`config.mk`:
```
export PLATFORM = sky130hd
export DESIGN_NAME = gpef_ports
export DESIGN_NICKNAME = d
export VERILOG_FILES = /design/src/gpef_pkg.sv /design/src/gpef_sync_if.sv /design/src/gpef_ports.sv /design/src/gpef_sync.sv
export SDC_FILE = /design/constraint.sdc
export NUM_CORES = 1
export LEC_CHECK = 0
export BUFFER_PORTS_ARGS = -buffer_cell sky130_fd_sc_hd__buf_2
export CAP_MARGIN = 20
export CORE_MARGIN = 1.5
export CORE_UTILIZATION = 45
export CTS_BUF_LIST = sky130_fd_sc_hd__clkbuf_4
export DETAILED_ROUTE_END_ITERATION = 10
export PLACE_DENSITY = 0.73
export SLEW_MARGIN = 20
export SYNTH_ARGS = -nofsm -noshare
export SYNTH_HDL_FRONTEND = slang
export SYNTH_SLANG_ARGS = --single-unit
```
`constraint.sdc`:
```
create_clock -name hclk -period 6.4 [get_ports hclk]
set_clock_uncertainty 0.2 [all_clocks]
set_input_delay 0.64 -clock hclk [delete_from_list [all_inputs] [get_ports hclk]]
set_output_delay 0.64 -clock hclk [all_outputs]
set_load 0.01 [all_outputs]
```
`src/gpef_pkg.sv`:
```
// Purpose: constants for the port E/F/G general-purpose I/O block
// Assumes: AHB-Lite register access, 32-bit data, one word per register
// Notes:   printed offsets are word indices; byte address is index * 4
package gpef_pkg;
  localparam int unsigned E_WIDTH = 8;
  localparam int unsigned F_WIDTH = 7;
  localparam int unsigned G_WIDTH = 3;
  // register indices; byte address = index * 4
  localparam logic [7:0] IDX_PORT_E_DATA = 8'h08;
  localparam logic [7:0] IDX_PORT_F_DATA = 8'h09;
  localparam logic [7:0] IDX_PORT_G_DATA = 8'h0a;
  localparam logic [7:0] IDX_PORT_E_DIR  = 8'h0c;
  localparam logic [7:0] IDX_PORT_F_DIR  = 8'h0d;
  localparam logic [7:0] IDX_PORT_G_DIR  = 8'h0e;
  localparam logic [7:0] IDX_PERIPH_CTRL = 8'h10;
  localparam logic [7:0] IDX_TIMER_OWN   = 8'h11;
  localparam logic [7:0] IDX_KEYPAD_EN   = 8'h12;
  // peripheral control field positions
  localparam int unsigned SPI_EN_POS     = 0;
  localparam int unsigned SPI_MSTR_POS   = 1;
  localparam int unsigned MODF_EN_POS    = 2;
  localparam int unsigned SCI_EN_POS     = 3;
  // timer ownership field positions: timer A ch0..5, timer B ch0..1
  localparam int unsigned TA_POS         = 0;
  localparam int unsigned TB_POS         = 6;
  localparam logic [7:0] DIR_RESET       = 8'h00;
  localparam logic [7:0] CTRL_RESET      = 8'h00;
  localparam logic [1:0] HTRANS_NONSEQ   = 2'h2;
  localparam logic [1:0] HTRANS_SEQ      = 2'h3;
endpackage : gpef_pkg

```
`src/gpef_sync_if.sv`:
```
// Purpose: carries raw pin levels into the synchroniser and sampled back
// Assumes: single clock domain on the sampled side
// Notes:   raw levels are asynchronous to hclk
`timescale 1ns/100ps
`default_nettype none
interface gpef_sync_if #(parameter int unsigned W = 18);
  logic [W-1:0] raw;
  logic [W-1:0] sampled;
  modport sink   (input raw, output sampled);
  modport source (output raw, input sampled);
endinterface : gpef_sync_if
`default_nettype wire

```
`src/gpef_ports.sv`:
```
// Purpose: port E, F and G data latches, direction and pin muxing
// Assumes: AHB-Lite slave, zero wait states, single word transfers
// Notes:   data latches carry no reset; pins are in/out/enable triples
// Summary of operation
// - direction one drives pin, zero tristates
// - reset clears port E direction
// - reset clears port F direction
// - port F latches untouched by reset
// - port G latches untouched by reset
// - port E read returns latch when output
// - port F read returns latch when output
// - input bits read sampled pin level
// - data writes always update latches
// - E7 is SPI clock when SPI on
// - E7..E5 general I/O while SPI off
// - E4 general unless SPI slave or fault
// - slave select ignores direction bit
// - E3,E2 timer A ch1,ch0 when selected
// - E1,E0 owned by serial if enabled
// - owned E pins: direction selects read only
// - F3..F0 timer A ch5..ch2 when selected
// - F5,F4 timer B ch1,ch0 when selected
// - owned F pins: direction selects read only
// - port G latch per pin with direction
// - port G read latch or pin level
// - reset clears port G direction
// - keypad enable overrides G drive; direction still selects read
`timescale 1ns/100ps
`default_nettype none
module gpef_ports (
  input  wire logic        hclk,
  input  wire logic        hresetn,
  input  wire logic        hsel,
  input  wire logic [31:0] haddr,
  input  wire logic [1:0]  htrans,
  input  wire logic        hwrite,
  input  wire logic [2:0]  hsize,
  input  wire logic [31:0] hwdata,
  input  wire logic        hready,
  output logic      [31:0] hrdata,
  output logic             hreadyout,
  output logic             hresp,
  input  wire logic [7:0]  port_e_in,
  output logic      [7:0]  port_e_out,
  output logic      [7:0]  port_e_oe,
  input  wire logic [6:0]  port_f_in,
  output logic      [6:0]  port_f_out,
  output logic      [6:0]  port_f_oe,
  input  wire logic [2:0]  port_g_in,
  output logic      [2:0]  port_g_out,
  output logic      [2:0]  port_g_oe,
  input  wire logic [7:0]  periph_e_out,
  input  wire logic [7:0]  periph_e_oe,
  input  wire logic [6:0]  periph_f_out,
  input  wire logic [6:0]  periph_f_oe,
  output logic             spi_enable_bit,
  output logic             spi_master_select,
  output logic             mode_fault_enable,
  output logic             serial_if_enable,
  output logic      [7:0]  edge_level_select,
  output logic      [2:0]  keypad_irq_enable,
  output logic      [7:0]  port_e_owned,
  output logic      [6:0]  port_f_owned
);
  localparam int unsigned EW = gpef_pkg::E_WIDTH;
  localparam int unsigned FW = gpef_pkg::F_WIDTH;
  localparam int unsigned GW = gpef_pkg::G_WIDTH;
  localparam int unsigned SW = EW + FW + GW;

  typedef struct packed {
    logic          ap_valid;
    logic          ap_write;
    logic [7:0]    ap_index;
    logic [EW-1:0] port_e_direction;
    logic [FW-1:0] port_f_direction;
    logic [GW-1:0] port_g_direction;
    logic [3:0]    periph_ctrl;
    logic [7:0]    timer_own;
    logic [GW-1:0] keypad_en;
    logic [31:0]   rdata;
  } gpef_ctl_s;

  typedef struct packed {
    logic [EW-1:0] port_e_data_latch;
    logic [FW-1:0] port_f_data_latch;
    logic [GW-1:0] port_g_data_latch;
  } gpef_lat_s;

  gpef_ctl_s st;
  gpef_ctl_s next_st;
  gpef_lat_s lat;
  gpef_lat_s next_lat;

  logic [EW-1:0] pin_e;
  logic [FW-1:0] pin_f;
  logic [GW-1:0] pin_g;
  logic [EW-1:0] rd_e;
  logic [FW-1:0] rd_f;
  logic [GW-1:0] rd_g;
  logic          take;
  logic          e4_general;

  gpef_sync_if #(.W(SW)) sif ();
  assign sif.raw = {port_e_in, port_f_in, port_g_in};

  gpef_sync #(.W(SW)) u_sync (
    .hclk    (hclk),
    .hresetn (hresetn),
    .sif     (sif)
  );

  assign pin_e = sif.sampled[SW-1 -: EW];
  assign pin_f = sif.sampled[FW+GW-1 -: FW];
  assign pin_g = sif.sampled[GW-1:0];

  assign spi_enable_bit    = st.periph_ctrl[gpef_pkg::SPI_EN_POS];
  assign spi_master_select = st.periph_ctrl[gpef_pkg::SPI_MSTR_POS];
  assign mode_fault_enable = st.periph_ctrl[gpef_pkg::MODF_EN_POS];
  assign serial_if_enable  = st.periph_ctrl[gpef_pkg::SCI_EN_POS];
  assign edge_level_select = st.timer_own;
  assign keypad_irq_enable = st.keypad_en;

  assign e4_general = !spi_enable_bit
                    || (spi_master_select && !mode_fault_enable);

  always_comb begin
    port_e_owned[7] = spi_enable_bit;
    port_e_owned[6] = spi_enable_bit;
    port_e_owned[5] = spi_enable_bit;
    port_e_owned[4] = !e4_general;
    port_e_owned[3] = st.timer_own[gpef_pkg::TA_POS + 1];
    port_e_owned[2] = st.timer_own[gpef_pkg::TA_POS];
    port_e_owned[1] = serial_if_enable;
    port_e_owned[0] = serial_if_enable;
    port_f_owned[3:0] = st.timer_own[gpef_pkg::TA_POS + 2 +: 4];
    port_f_owned[5:4] = st.timer_own[gpef_pkg::TB_POS +: 2];
    port_f_owned[6]   = 1'b0;
  end

  assign port_e_out = (port_e_owned & periph_e_out)
                    | (~port_e_owned & lat.port_e_data_latch);
  assign port_e_oe  = (port_e_owned & periph_e_oe)
                    | (~port_e_owned & st.port_e_direction);
  assign port_f_out = (port_f_owned & periph_f_out)
                    | (~port_f_owned & lat.port_f_data_latch);
  assign port_f_oe  = (port_f_owned & periph_f_oe)
                    | (~port_f_owned & st.port_f_direction);
  assign port_g_out = lat.port_g_data_latch;
  assign port_g_oe  = st.port_g_direction & ~st.keypad_en;

  assign rd_e = (st.port_e_direction & lat.port_e_data_latch)
              | (~st.port_e_direction & pin_e);
  assign rd_f = (st.port_f_direction & lat.port_f_data_latch)
              | (~st.port_f_direction & pin_f);
  assign rd_g = (st.port_g_direction & lat.port_g_data_latch)
              | (~st.port_g_direction & pin_g);

  assign take = hsel && hready
             && (htrans == gpef_pkg::HTRANS_NONSEQ
              || htrans == gpef_pkg::HTRANS_SEQ);

  always_comb begin
    next_st  = st;
    next_lat = lat;
    next_st.ap_valid = take;
    next_st.ap_write = hwrite;
    next_st.ap_index = haddr[9:2];
    if (st.ap_valid && st.ap_write) begin
      case (st.ap_index)
        gpef_pkg::IDX_PORT_E_DATA: begin
          next_lat.port_e_data_latch = hwdata[EW-1:0];
        end
        gpef_pkg::IDX_PORT_F_DATA: begin
          next_lat.port_f_data_latch = hwdata[FW-1:0];
        end
        gpef_pkg::IDX_PORT_G_DATA: begin
          next_lat.port_g_data_latch = hwdata[GW-1:0];
        end
        gpef_pkg::IDX_PORT_E_DIR: begin
          next_st.port_e_direction = hwdata[EW-1:0];
        end
        gpef_pkg::IDX_PORT_F_DIR: begin
          next_st.port_f_direction = hwdata[FW-1:0];
        end
        gpef_pkg::IDX_PORT_G_DIR: begin
          next_st.port_g_direction = hwdata[GW-1:0];
        end
        gpef_pkg::IDX_PERIPH_CTRL: begin
          next_st.periph_ctrl = hwdata[3:0];
        end
        gpef_pkg::IDX_TIMER_OWN: begin
          next_st.timer_own = hwdata[7:0];
        end
        gpef_pkg::IDX_KEYPAD_EN: begin
          next_st.keypad_en = hwdata[GW-1:0];
        end
        default: begin
          next_st.rdata = st.rdata;
        end
      endcase
    end
    next_st.rdata = 32'h0000_0000;
    if (take && !hwrite) begin
      case (haddr[9:2])
        gpef_pkg::IDX_PORT_E_DATA: next_st.rdata[EW-1:0] = rd_e;
        gpef_pkg::IDX_PORT_F_DATA: next_st.rdata[FW-1:0] = rd_f;
        gpef_pkg::IDX_PORT_G_DATA: next_st.rdata[GW-1:0] = rd_g;
        gpef_pkg::IDX_PORT_E_DIR:
          next_st.rdata[EW-1:0] = next_st.port_e_direction;
        gpef_pkg::IDX_PORT_F_DIR:
          next_st.rdata[FW-1:0] = next_st.port_f_direction;
        gpef_pkg::IDX_PORT_G_DIR:
          next_st.rdata[GW-1:0] = next_st.port_g_direction;
        gpef_pkg::IDX_PERIPH_CTRL:
          next_st.rdata[3:0] = next_st.periph_ctrl;
        gpef_pkg::IDX_TIMER_OWN:
          next_st.rdata[7:0] = next_st.timer_own;
        gpef_pkg::IDX_KEYPAD_EN:
          next_st.rdata[GW-1:0] = next_st.keypad_en;
        default: next_st.rdata = 32'h0000_0000;
      endcase
    end
  end

  always_ff @(posedge hclk or negedge hresetn) begin
    if (!hresetn) begin
      st.ap_valid         <= 1'b0;
      st.ap_write         <= 1'b0;
      st.ap_index         <= 8'h00;
      st.port_e_direction <= gpef_pkg::DIR_RESET[EW-1:0];
      st.port_f_direction <= gpef_pkg::DIR_RESET[FW-1:0];
      st.port_g_direction <= gpef_pkg::DIR_RESET[GW-1:0];
      st.periph_ctrl      <= gpef_pkg::CTRL_RESET[3:0];
      st.timer_own        <= gpef_pkg::CTRL_RESET;
      st.keypad_en        <= gpef_pkg::CTRL_RESET[GW-1:0];
      st.rdata            <= 32'h0000_0000;
    end else begin
      st <= next_st;
    end
  end

  always_ff @(posedge hclk) begin
    lat <= next_lat;
  end

  // zero wait state slave, always OKAY
  assign hrdata    = st.rdata;
  assign hreadyout = 1'b1;
  assign hresp     = 1'b0;
endmodule : gpef_ports
`default_nettype wire

```
`src/gpef_sync.sv`:
```
// Purpose: two-stage synchroniser for all port pin inputs
// Assumes: hclk domain, asynchronous active-low reset
// Notes:   first stage feeds only the second stage
`timescale 1ns/100ps
`default_nettype none
module gpef_sync #(
  parameter int unsigned W = 18
) (
  input  wire logic  hclk,
  input  wire logic  hresetn,
  gpef_sync_if.sink  sif
);
  typedef struct packed {
    logic [W-1:0] meta;
    logic [W-1:0] stable;
  } gpef_sync_s;

  gpef_sync_s st;
  gpef_sync_s next_st;

  always_comb begin
    next_st        = st;
    next_st.meta   = sif.raw;
    next_st.stable = st.meta;
  end

  always_ff @(posedge hclk or negedge hresetn) begin
    if (!hresetn) begin
      st <= '0;
    end else begin
      st <= next_st;
    end
  end

  assign sif.sampled = st.stable;
endmodule : gpef_sync
`default_nettype wire

```
Yosys cells after proc, flatten, opt, wreduce, memory -nomap -nowiden:

Index checks and enable logic that the tools add are counted.

* input port bits: 122
* word-level logic and storage cells: 89
* output and inout port bits: 100
* bits in registers: 129

* muxes and demuxes: 12
* eq/ne operators: 20
* bitwise gates (word level): 28
* reduce and logical (&&, ||, !) cells: 14

Operators by type and width (number)
* $eq A8 B4 Y1 const B: 12
* $mux W65: 1
* $and A8 B8 Y8: 6
* $eq A8 B5 Y1 const B: 6
* $and A7 B7 Y7: 4
* $pmux W3 S9: 1
* $mux W8: 3
* $or A8 B8 Y8: 3
* $or A7 B7 Y7: 3
* $not A8 Y8: 2
* $pmux W3 S5: 1
* $and A6 B7 Y7: 2
* $and A3 B3 Y3: 3
* $mux W7: 1
* $not A6 Y7: 1
* $not A7 Y7: 1
* $mux W3: 2
* $not A3 Y3: 2
* $pmux W1 S6: 1
* $reduce_and A2 Y1: 3
* $logic_and A1 B1 Y1: 5
* $eq A2 B2 Y1 const B: 2
* $logic_not A1 Y1: 4
* $mux W4: 1
* 3 further kinds: 4

Logic depth before layout (Yosys ltp):

Gate-level depths: netlist of the first run.

* depth after elaboration: 7
* gate-level depth with buffers: 6
* gate-level depth less buffers: 5

By module:

A second synthesis of the first run with hierarchy kept.

* cells, all modules: 370
* area total of the unflattened synthesis: 4855.9 um2

By module, submodules not included
* gpef_ports: instances 1, area each 3955.0 um2, seq. area each 1816.7 um2, cells each 334
* gpef_sync: instances 1, area each 900.9 um2, seq. area each 900.9 um2, cells each 36

Worst setup path before layout of the first run:

No wires, ideal clock.

* path type: reg2reg
* from: reg st[70] (netlist name)
* to: reg st (netlist bit hrdata[1])
* period minus slack after synthesis: 2.751 ns
* data arrival time: 2.427 ns
* setup slack: 3.649 ns
* cell stages (with the launch flop): 7
* library setup time: 0.124 ns
* buffers on the path: 1
* required time: 6.076 ns
* path through: dfrtp_1 > or4_4 > or4_1 > buf_2 > mux2_4 > a221o_1 > o31a_1

RTL lines
* from (decl): line gpef_ports.sv:89 `gpef_ctl_s st;`
* from (signal assigned): line gpef_ports.sv:238 `st <= next_st;`

==> results of run 1 <==
per-layer routing:
metal	track usage	vias to the layer above	part of all wire	wire length [um]
li1	-	1451	-	-
met1	0.261	1571	0.41	4410
met2	0.322	148	0.50	5330
met3	0.0362	18	0.068	728
met4	0.0820	0	0.019	207
met5	0	-	0	0
final timing paths:
path	depth (start not counted)	start	to
max	5	st[70]	hrdata[3]
min	1	hresetn	u_sync.sif.sampled[17]
max reg2reg	5	st[70]	hrdata[3]
min reg2reg	0	u_sync.next_st[5]	u_sync.sif.sampled[5]
max in group asynchronous	1	hresetn	u_sync.next_st[5]
min in group hclk	1	port_f_in[4]	u_sync.next_st[7]
power by group through the flow:
stage | sequential, mW | combinational (mW) | clock, mW
2_1_floorplan | 0.724 | 0.0675 | 0
3_3_place_gp | 0.728 | 0.104 | 0
6_report | 0.717 | 0.105 | 0.329
3_5_place_dp | 0.730 | 0.105 | 0
4_1_cts | 0.717 | 0.106 | 0.338
5_1_grt | 0.719 | 0.117 | 0.365
cell usage after synthesis, types with 3 or more instances:
library cell,count
a211oi_1,4
a21oi_1,8
a22o_1,4
a22oi_1,7
a31oi_1,4
and2_1,3
buf_4,64
clkbuf_1,3
dfrtp_1,87
edfxtp_1,18
inv_1,4
mux2_2,67
mux2i_1,7
nand2_1,22
nand3_1,6
nand3b_1,3
nor2_1,6
nor2b_1,11
nor3_1,3
nor4_1,4
per-stage QoR:
step / utilization / instance area [sq um] / setup slack (ps) / hold WS (ps)
2_1_floorplan: - / 4890 / 3650 / 131
3_3_place_gp: 0.509 / 5250 / 3490 / 133
3_5_place_dp: 0.509 / 5250 / 3420 / 136
4_1_cts: 0.522 / 5390 / 3430 / 41.5
5_1_grt: 0.522 / 5390 / 3340 / 25.0
6_report: 0.522 / 5390 / 3440 / 28.5
logic make-up after synthesis:
| family | count (synthesis) | share of synthesized area |
|---|---|---|
| flip-flops | 105 | 0.566 |
| buffers and inverters | 74 | 0.111 |
| multiplexers | 75 | 0.175 |
| AO/OA/AOI/OAI | 39 | 0.0589 |
| other | 2 | 0.00157 |
| AND/OR/NAND/NOR | 74 | 0.0868 |
state kept, by name, summed over array words and instances, names as in the netlist, 3 cells and up:
| name | count |
|---|---|
| edge_level_select | 8 |
| hrdata | 8 |
| keypad_irq_enable | 3 |
| lat | 15 |
| port_g_out | 3 |
| st | 28 |
| u_sync.next_st | 18 |
| u_sync.sif.sampled | 18 |
layout make-up:
type	count	area (sq um)	area share
clock buffer	10	75.1	0.0139
clock inverter	6	57.6	0.0107
inverter	4	15.0	0.00279
multi-input combinational	215	1640	0.304
sequential	105	2720	0.504
tap	136	170	0.0316
timing repair buffer	141	714	0.133
critical path: cells and delay by family, from the launching register on:
family | cells | cell delay [ps]
and+or+nand+nor | 2 | 1360
AOI/OAI and AO/OA | 2 | 460
muxes | 1 | 440
DFF | 1 | 430
==> run_results.csv, run 1 <==
group,metric,value,unit
yosys,seq_area_frac_synth,0.566,
yosys,syn_area_per_cell,13.0,sq um
power_and_ir_drop,internal-power,0.843,mW
timing,final_hold_viol_count,0,
finish,diodes,0,
clock_network,clockRootBuffer,"clkbuf_4",
power_and_ir_drop,netSwitchingPower,0.308,mW
timing,maxSlewViolCount,0,
floorplan,rows,37,
timing,finalCritPeriodShare,0.463,
clock_network,post_cts_resized,0,
critical_path,cp.arrival,3140,ps
critical_path,critPathSlowestCell,"nor3_2",
detailed_routing,via_count,3188,
power_and_ir_drop,max-vdd-ir-drop,0.0917,mV
timing,max_freq,338,MHz
floorplan,dieArea,11300,sq um
floorplan,dieHeight,106,um
critical_path,path_cells,"or4_4 > nor3_2 > mux2_2 > a22o_1 > o31a_1",
detailed_routing,firstDrtPassIters,4,
global_routing,grt_overflow,0,
critical_path,critPathKind,"reg2reg",
yosys,yosys_warnings,0,
clock_network,clk_pin_slew,180,ps
detailed_routing,wl,10700,um
placement,place.gp.congestion,0.898,
finish,area_delta_synth_final,12.3,%
finish,layout_common_cells,"139 x buf_2, 87 x dfrtp_1, 67 x mux2_2, 27 x conb_1, 22 x nand2_1",
yosys,syn_inst,369,
finish,final_cells,617,
global_routing,grt_max_degree,88,
timing,timing.final.crit_period,2960,ps
detailed_routing,drcViolationCount,0,
yosys,synth_edf_count,18,
clock_network,cts_tree,"yes",
clock_network,insertion_delay,460,ps
timing,setup_viol,0,
clock_network,cts_sinks,105,
critical_path,end_kind,"register",
global_routing,grt_antenna_before_repair,0,
timing,worst_slew_pin_slew,984,ps
finish,final_common_cell,"buf_2",
clock_network,h-tree-depth,3,
critical_path,r2r_slack,3440,ps
power_and_ir_drop,p_leak,2.52,nW
flow_run,max-cap-violations,0,
finish,drive_above_1_share,0.474,
power_and_ir_drop,power.total,1.15,mW
placement,dp_cells,601,
clock_network,clockBufferDepth,2,
yosys,synthTopCellsByArea,"dfrtp_1 45%, mux2_2 16%, edfxtp_1 11%, buf_4 10%, nand2_1 1.7%",
floorplan,initial_core_util,0.465,
clock_network,post_cts.repair.setup_buffers,0,
yosys,yosysTopAreaCellShare,0.454,
critical_path,startpoint_type,"register",
yosys,synth_area,4800,sq um
global_routing,grt_pass1_vias,3197,
detailed_routing,detail-route-antenna-nets,0,
timing,timing.setup.tns,0,ps
critical_path,cpPeakStageDelay,800,ps
power_and_ir_drop,powerDensity,214,nW/um^2
clock_network,cts_made_buffers,9,
placement,hpwlAfterDp,7720,um
global_routing,grt.total_usage,0.198,
floorplan,fp.dieW,106,um
placement,io_buffers,140,
finish,fillers,927,
finish,finalNetCount,598,
clock_network,cts_hold_buffers,0,
critical_path,crit_required,6580,ps
outcome,status,"finished clean",
yosys,synth_largest_area_cell,"dfrtp_1",
detailed_routing,drt-initial-drc-count,200,
global_routing,grt_pass1_wl,16800,um
power_and_ir_drop,pwr-share-clk,0.286,
min_path,hold_path.class,"in2async",
yosys,ys_types,47,
power_and_ir_drop,power_frac_seq,0.623,
critical_path,cp_max_fo,9,
timing,grt_setup_unrepaired,"false",
timing,slew_headroom,0.341,
floorplan,ioPinCount,222,
yosys,synthArstFlopShare,0.829,
detailed_routing,avgViaCountPerCell,5.17,
floorplan,core_area,10300,sq um
yosys,synth_flop_cell,"dfrtp_1",
power_and_ir_drop,power_frac_comb,0.091,
yosys,ys_ff_latch,105,
detailed_routing,routedWlPerCell,17.3,um
power_and_ir_drop,switching_share,0.267,
Power figures use the tool's default switching activity.
==> inputs of run 2 (changes only) <==
--- a/config.mk
+++ b/config.mk
@@ -5,13 +5,14 @@
 export SDC_FILE = /design/constraint.sdc
 export NUM_CORES = 1
 export LEC_CHECK = 0
+export ABC_AREA = 1
 export BUFFER_PORTS_ARGS = -buffer_cell sky130_fd_sc_hd__buf_2
 export CAP_MARGIN = 20
 export CORE_MARGIN = 1.5
 export CORE_UTILIZATION = 45
 export CTS_BUF_LIST = sky130_fd_sc_hd__clkbuf_4
 export DETAILED_ROUTE_END_ITERATION = 10
-export PLACE_DENSITY = 0.73
+export PLACE_DENSITY = 0.72
 export SLEW_MARGIN = 20
 export SYNTH_ARGS = -nofsm -noshare
 export SYNTH_HDL_FRONTEND = slang
==> constraint.sdc (replaced) <==
create_clock -name hclk -period 3 [get_ports hclk]
set_clock_uncertainty 0.2 [all_clocks]
set_input_delay 0.3 -clock hclk [delete_from_list [all_inputs] [get_ports hclk]]
set_output_delay 0.3 -clock hclk [all_outputs]
set_load 0.01 [all_outputs]
==> run 2 against run 1 <==
  * Wire length up 21%
  * Final cell count up 45%
  * Final area up 16%
  * Synthesized cell count up 61%
  * Setup slack worse by 2700 ps
  * Synthesized area up 9.1%
  * Register-to-register slack worse by 2600 ps
  * Count of clock-buffer cells in the layout unchanged
  * Hold slack better by 130 ps
  * Via count up 33%
  * First-iteration DRC count up 2.0%
  * Non-clock buffer count up 44
  * Largest cell class unchanged
==> run_results.csv, run 2 <==
group,metric,value,unit
outcome,status,"finished clean",
timing,holdWs,155,ps
timing,worst_slew_pin_slew,724,ps
floorplan,dieHeight,111,um
finish,diodes,0,
yosys,yosys_warnings,0,
yosys,synth_edf_count,18,
yosys,synth-xor-area-share,0,
global_routing,use_met2,0.366,
timing,maxSlewViolCount,0,
critical_path,end_kind,"register",
detailed_routing,detail-route-antenna-nets,0,
power_and_ir_drop,powerDensity,387,nW/um^2
global_routing,grt_max_degree,88,
timing,final_hold_viol_count,0,
clock_network,clockBufferDepth,2,
detailed_routing,via_count,4243,
floorplan,core_area,11400,sq um
finish,final_common_cell,"buf_2",
clock_network,h-tree-depth,3,
yosys,synth_top_family_by_area,"simple AND/OR/NAND/NOR gates",
global_routing,grt_pass1_wl,20600,um
critical_path,critPathSlowestCell,"dlygate4sd3_1",
yosys,synth-compound-area-share,0.0765,
clock_network,insertion_delay,440,ps
critical_path,worst_r2r_path_depth,9,
yosys,ys_ff_latch,105,
placement,dpl_cell_area,5760,sq um
critical_path,cp_common_cell,"nand2_1",
yosys,yosys-top-cells-count,"135 x nand2_1, 87 x dfrtp_1, 78 x inv_1, 64 x buf_4, 37 x nor2_1",
global_routing,use_met1,0.277,
timing,grt_setup_unrepaired,"false",
clock_network,post_cts.repair.setup_buffers,0,
finish,fillers,1028,
yosys,synth-simple-area-share,0.241,
clock_network,cts_tree,"yes",
placement,io_buffers,140,
critical_path,critical_path.top_delay_family,"simple AND/OR/NAND/NOR gates",
global_routing,grt_antenna_before_repair,0,
global_routing,grtUsageMet3,0.0410,
yosys,syn_area_per_cell,8.83,sq um
min_path,hold_path.class,"in2reg",
critical_path,crit_buf_inv,3,
power_and_ir_drop,p_leak,3.32,nW
critical_path,cpPeakStageDelay,540,ps
detailed_routing,avgViaCountPerCell,4.76,
floorplan,initial_core_util,0.460,
clock_network,clockRootBuffer,"clkbuf_4",
global_routing,grt_pass1_vias,4132,
finish,finalNetCount,866,
finish,drive_above_1_share,0.248,
clock_network,cts_sinks,105,
yosys,syn_inst,593,
finish,regMostFlops,"st",
placement,hpwlAfterDp,9260,um
yosys,synth_area,5230,sq um
critical_path,startpoint_type,"input port",
yosys,muxShareOfSynthArea,0.00574,
finish,layout_common_cells,"139 x buf_2, 135 x nand2_1, 87 x dfrtp_1, 78 x inv_1, 38 x dlygate4sd3_1",
yosys,synthArstFlopShare,0.829,
yosys,ys_types,33,
critical_path,cp_num_cells,11,
detailed_routing,drt-initial-drc-count,204,
detailed_routing,wl,12900,um
detailed_routing,drcViolationCount,0,
min_path,hold_start,"hready",
timing,finalCritPeriodShare,0.768,
placement,place.gp.congestion,0.886,
min_path,holdPathStages,6,
power_and_ir_drop,max-vdd-ir-drop,0.256,mV
min_path,min_to,"hrdata[7]",
global_routing,grt.total_usage,0.214,
detailed_routing,firstDrtPassIters,4,
timing,timing.setup.tns,0,ps
clock_network,cts_made_buffers,9,
timing,slew_headroom,0.513,
yosys,yosys.area_share.adder,0,
timing,timing.final.crit_period,2310,ps
critical_path,cp_max_fo,9,
finish,largest_reg_flops,28,
timing,final.setup.worst_slack,695,ps
floorplan,ioPinCount,222,
global_routing,grt_overflow,0,
flow_run,max-cap-violations,0,
critical_path,critPathKind,"in2reg",
detailed_routing,routedWlPerCell,14.5,um
critical_path,r2r-start,"st[72]",
yosys,yosysTopAreaCellShare,0.416,
timing,setup_viol,0,
finish,area_delta_synth_final,19.7,%
timing,max_freq,434,MHz
critical_path,r2r_slack,800,ps
global_routing,busiest_layer,"met2",
yosys,synth_largest_area_cell,"dfrtp_1",
yosys,yosys.cell_count.top_type,"nand2_1",
yosys,synthTopCellsByArea,"dfrtp_1 42%, edfxtp_1 10%, nand2_1 9.7%, buf_4 9.2%, inv_1 5.6%",
clock_network,clk_pin_slew,160,ps
floorplan,rows,39,
critical_path,path_cells,"dlygate4sd3_1 > buf_2 > inv_1 > nand2_2 > nor2_4 > nand2_1 > nor2_2 > nand3_1 > nand2_1 > nor2_1 > a21oi_1",
yosys,synth_flop_cell,"dfrtp_1",
floorplan,dieArea,12300,sq um
finish,stdcell_area,6270,sq um
yosys,seq_area_frac_synth,0.519,
placement,dp_slack,814,ps
floorplan,fp.dieW,111,um
critical_path,reg2reg_to,"hrdata[2]",
critical_path,cp.arrival,2470,ps
critical_path,crit_required,3170,ps
==> run 2: layer usage <==
metal	up-vias	routed length [um]	part of all wire
met1	1949	5510	0.43
met2	164	6400	0.50
met4	0	237	0.018
met5	-	0	0
met3	21	746	0.058
li1	2109	-	-
==> run 2: cell families after synthesis <==
family | after synthesis
compound gates | 68
buf+inv | 149
flops | 105
mux | 3
other cells | 2
simple gates | 266
==> run 2: worst max-delay path by stage <==
stage | startpoint | to | slack (ps)
detailed placement | haddr[9] | hrdata[0] | 810
floorplan | st[71] | lat[10] | 540
CTS | port_e_owned[5] | port_e_oe[4] | 630
finish | haddr[8] | hrdata[2] | 690
global placement | haddr[8] | hrdata[0] | 790
global route | port_e_owned[5] | port_e_oe[4] | 400
==> run 2: repair_timing <==
item	CTS	global route
endpoints found under the hold margin	147	0
gates resized for setup	0	0
hold buffers	38	0
setup endpoints to repair	0	0
==> run 2: layout make-up <==
cell class,instances,area (sq um),share of cell area
Timing Repair Buffer,185,1150,0.183
Sequential cell,105,2720,0.434
Inverter,79,297,0.0473
Clock buffer,10,75.1,0.0120
Tap cell,143,179,0.0286
Clock inverter,6,51.3,0.00819
Multi-Input combinational cell,364,1800,0.287
==> run 2: worst reg2reg max path: stages, from the launching register on <==
cell     delay [ps]
dfrtp_1         410
inv_1            50
nand2_1         120
nor2_4          380
nand3_2         390
nand2_1         180
nand3_1          90
nand2_1         100
nor2_1           70
a21oi_1         130
==> run 2: where the power goes <==
group,internal (mW),switching (mW),leakage (nW)
clock,0.195,0.480,0.0733
combinational,0.104,0.141,1.99
sequential,1.49,0.0192,1.25
total,1.78,0.640,3.32
==> run 2: through the flow <==
step                      power (mW)  utilization  std cells
after detailed placement        1.74        0.507        838
after global routing            2.55        0.551        892
after global placement          1.74        0.507        838
final                           2.43        0.551        892
after CTS                       2.46        0.551        892
after floorplan                 1.65            -        618
==> inputs of run 3 (changes only) <==
--- a/config.mk
+++ b/config.mk
@@ -5,14 +5,14 @@
 export SDC_FILE = /design/constraint.sdc
 export NUM_CORES = 1
 export LEC_CHECK = 0
-export ABC_AREA = 1
+export ABC_AREA = 0
 export BUFFER_PORTS_ARGS = -buffer_cell sky130_fd_sc_hd__buf_2
 export CAP_MARGIN = 20
 export CORE_MARGIN = 1.5
 export CORE_UTILIZATION = 45
 export CTS_BUF_LIST = sky130_fd_sc_hd__clkbuf_4
 export DETAILED_ROUTE_END_ITERATION = 10
-export PLACE_DENSITY = 0.72
+export PLACE_DENSITY = 0.73
 export SLEW_MARGIN = 20
 export SYNTH_ARGS = -nofsm -noshare
 export SYNTH_HDL_FRONTEND = slang
==> constraint.sdc (replaced) <==
create_clock -name hclk -period 2.2 [get_ports hclk]
set_clock_uncertainty 0.2 [all_clocks]
set_input_delay 0.22 -clock hclk [delete_from_list [all_inputs] [get_ports hclk]]
set_output_delay 0.22 -clock hclk [all_outputs]
set_load 0.01 [all_outputs]
==> run 3 against run 2 <==
  * Combinational power increased by 59%
  * Setup slack worse by 1100 ps
  * Critical path depth shrank 6
  * Critical endpoint is now hrdata[1]
  * Hold slack worse by 100 ps
  * Non-clock buffer count rose by 26
  * Sequential share of layout area is 0.86 points higher
  * First-iteration DRC count down 41%
  * Count of clock-buffer cells in the layout grew 1
  * Wire length shrank 9.1%
  * Largest power group unchanged
  * Sequential cell count is the same
  * Total power up 47%
  * The run now ends with negative setup slack left
  * Final cell count fell by 23%
==> run_results.csv, run 3 (synthesis gave the netlist of run 1 again) <==
group,metric,value,unit
clock_network,clockBufferDepth,2,
finish,largest_reg_flops,28,
critical_path,cp_max_fo,4,
detailed_routing,drt-initial-drc-count,121,
placement,dp_cells,626,
finish,diodes,0,
power_and_ir_drop,power.total,3.57,mW
detailed_routing,firstDrtPassIters,4,
timing,finalCritPeriodShare,1.18,
critical_path,cp.arrival,2740,ps
timing,setup_viol,10,
clock_network,cts_sinks,105,
power_and_ir_drop,p_leak,2.90,nW
finish,fillers,827,
finish,regMostFlops,"st",
floorplan,dieArea,11300,sq um
finish,final_cells,687,
critical_path,crit_required,2350,ps
floorplan,rows,37,
floorplan,ioPinCount,222,
critical_path,end_kind,"register",
global_routing,grt_max_degree,38,
finish,drive_above_1_share,0.485,
placement,hpwlAfterDp,8520,um
outcome,status,"finished, violations left",
power_and_ir_drop,switching_share,0.237,
detailed_routing,routedWlPerCell,17.1,um
global_routing,grt_pass1_wl,17900,um
timing,grt_setup_unrepaired,"true",
floorplan,fp.dieW,106,um
finish,seq_area,2720,sq um
clock_network,cts_tree,"yes",
clock_network,h-tree-depth,3,
timing,max_freq,386,MHz
flow_run,max-cap-violations,0,
critical_path,critPathKind,"reg2reg",
finish,multi_input_area,1710,sq um
finish,layout_common_cells,"139 x buf_2, 86 x dfrtp_1, 64 x mux2_2, 38 x dlygate4sd3_1, 29 x buf_4",
detailed_routing,detail-route-antenna-nets,0,
floorplan,initial_core_util,0.465,
power_and_ir_drop,internal-power,2.72,mW
timing,final.setup.worst_slack,-393,ps
placement,place.gp.congestion,0.830,
detailed_routing,wl,11700,um
timing,holdWs,54.7,ps
power_and_ir_drop,power_frac_comb,0.109,
clock_network,cts_made_buffers,9,
timing,final_hold_viol_count,0,
global_routing,grt_antenna_before_repair,0,
power_and_ir_drop,pwr-share-clk,0.307,
power_and_ir_drop,power_frac_seq,0.584,
min_path,hold_path.class,"in2async",
clock_network,clk_pin_slew,150,ps
finish,finalNetCount,668,
global_routing,grt_overflow,0,
timing,maxSlewViolCount,0,
floorplan,core_area,10300,sq um
power_and_ir_drop,netSwitchingPower,0.846,mW
placement,dp_slack,-378,ps
clock_network,clockRootBuffer,"clkbuf_4",
placement,io_buffers,140,
global_routing,grt.total_usage,0.211,
finish,area_delta_synth_final,28.1,%
global_routing,grt_pass1_vias,3383,
finish,final_common_cell,"buf_2",
power_and_ir_drop,powerDensity,581,nW/um^2
timing,timing.final.crit_period,2590,ps
detailed_routing,drcViolationCount,0,
outcome,violations,"negative setup slack",
power_and_ir_drop,max-vdd-ir-drop,0.416,mV
clock_network,insertion_delay,440,ps
detailed_routing,via_count,3447,
detailed_routing,avgViaCountPerCell,5.02,
critical_path,startpoint_type,"register",
timing,worst_slew_pin_slew,627,ps
timing,slew_headroom,0.580,
floorplan,dieHeight,106,um
-- run 3: cell count changes in the layout (fill, tap and decap cells not counted), moves of 25 or more --
cell,previous run,this run
nand3_1,31,6
o21ai_0,36,0
inv_1,78,4
mux2_2,0,64
nor2_1,37,6
nand2_1,135,22
-- run 3: worst paths after layout --
path | start | endpoint | slack [ps] | cells past startpoint
min in group hclk | hsel | hrdata[7] | 130 | 4
hold / removal | hresetn | u_sync.sif.sampled[1] | 50 | 2
hold reg to reg | u_sync.next_st[1] | u_sync.sif.sampled[1] | 160 | 0
setup reg to reg | st[72] | hrdata[1] | -390 | 5
max in group asynchronous | hresetn | edge_level_select[2] | 1180 | 3
setup / recovery | st[72] | hrdata[1] | -390 | 5
-- run 3: power groups by stage --
stage	registers (mW)	clock network [mW]	logic [mW]
floorplan	2.11	0	0.197
global placement	2.12	0	0.323
detailed placement	2.12	0	0.329
CTS	2.08	1.13	0.387
global route	2.09	1.20	0.427
finish	2.08	1.10	0.389
-- run 3: per-layer routing --
layer | wire [um] | global-route usage | up-vias
met3 | 682 | 0.0429 | 22
li1 | - | - | 1584
met1 | 5090 | 0.269 | 1689
met5 | 0 | 0 | -
met4 | 296 | 0.0820 | 0
met2 | 5650 | 0.354 | 152
-- run 3: critical path, stage by stage, from the launching register on --
cell     delay (ps)
dfrtp_1         420
or4_4           530
or4_4           480
mux2_4          330
a221o_1         310
o31a_1          230
-- run 3: what timing repair did --
action,CTS,global route
cloned,0,0
hold buffers,38,0
setup endpoints to repair,12,15
pin swaps,1,3
hold endpoints to repair,163,0
setup buffers,5,2
resized for setup,9,6
-- run 3: cell type report --
type                    count  area share
flip-flops and latches    105       0.442
multi-input cells         215       0.279
repair buffers            211       0.222
well taps                 136      0.0277
clock buffers              11      0.0134
clock inverters             5      0.0130
inverters                   4     0.00244
-- run 3: metrics by stage --
step	TNS, ps	cell area [sq um]	util
5_1_grt	-3090	6150	0.595
4_1_cts	-2170	6100	0.590
6_report	-2310	6150	0.595
3_5_place_dp	-1990	5470	0.530
3_3_place_gp	-1690	5470	0.530
2_1_floorplan	-1790	4910	-
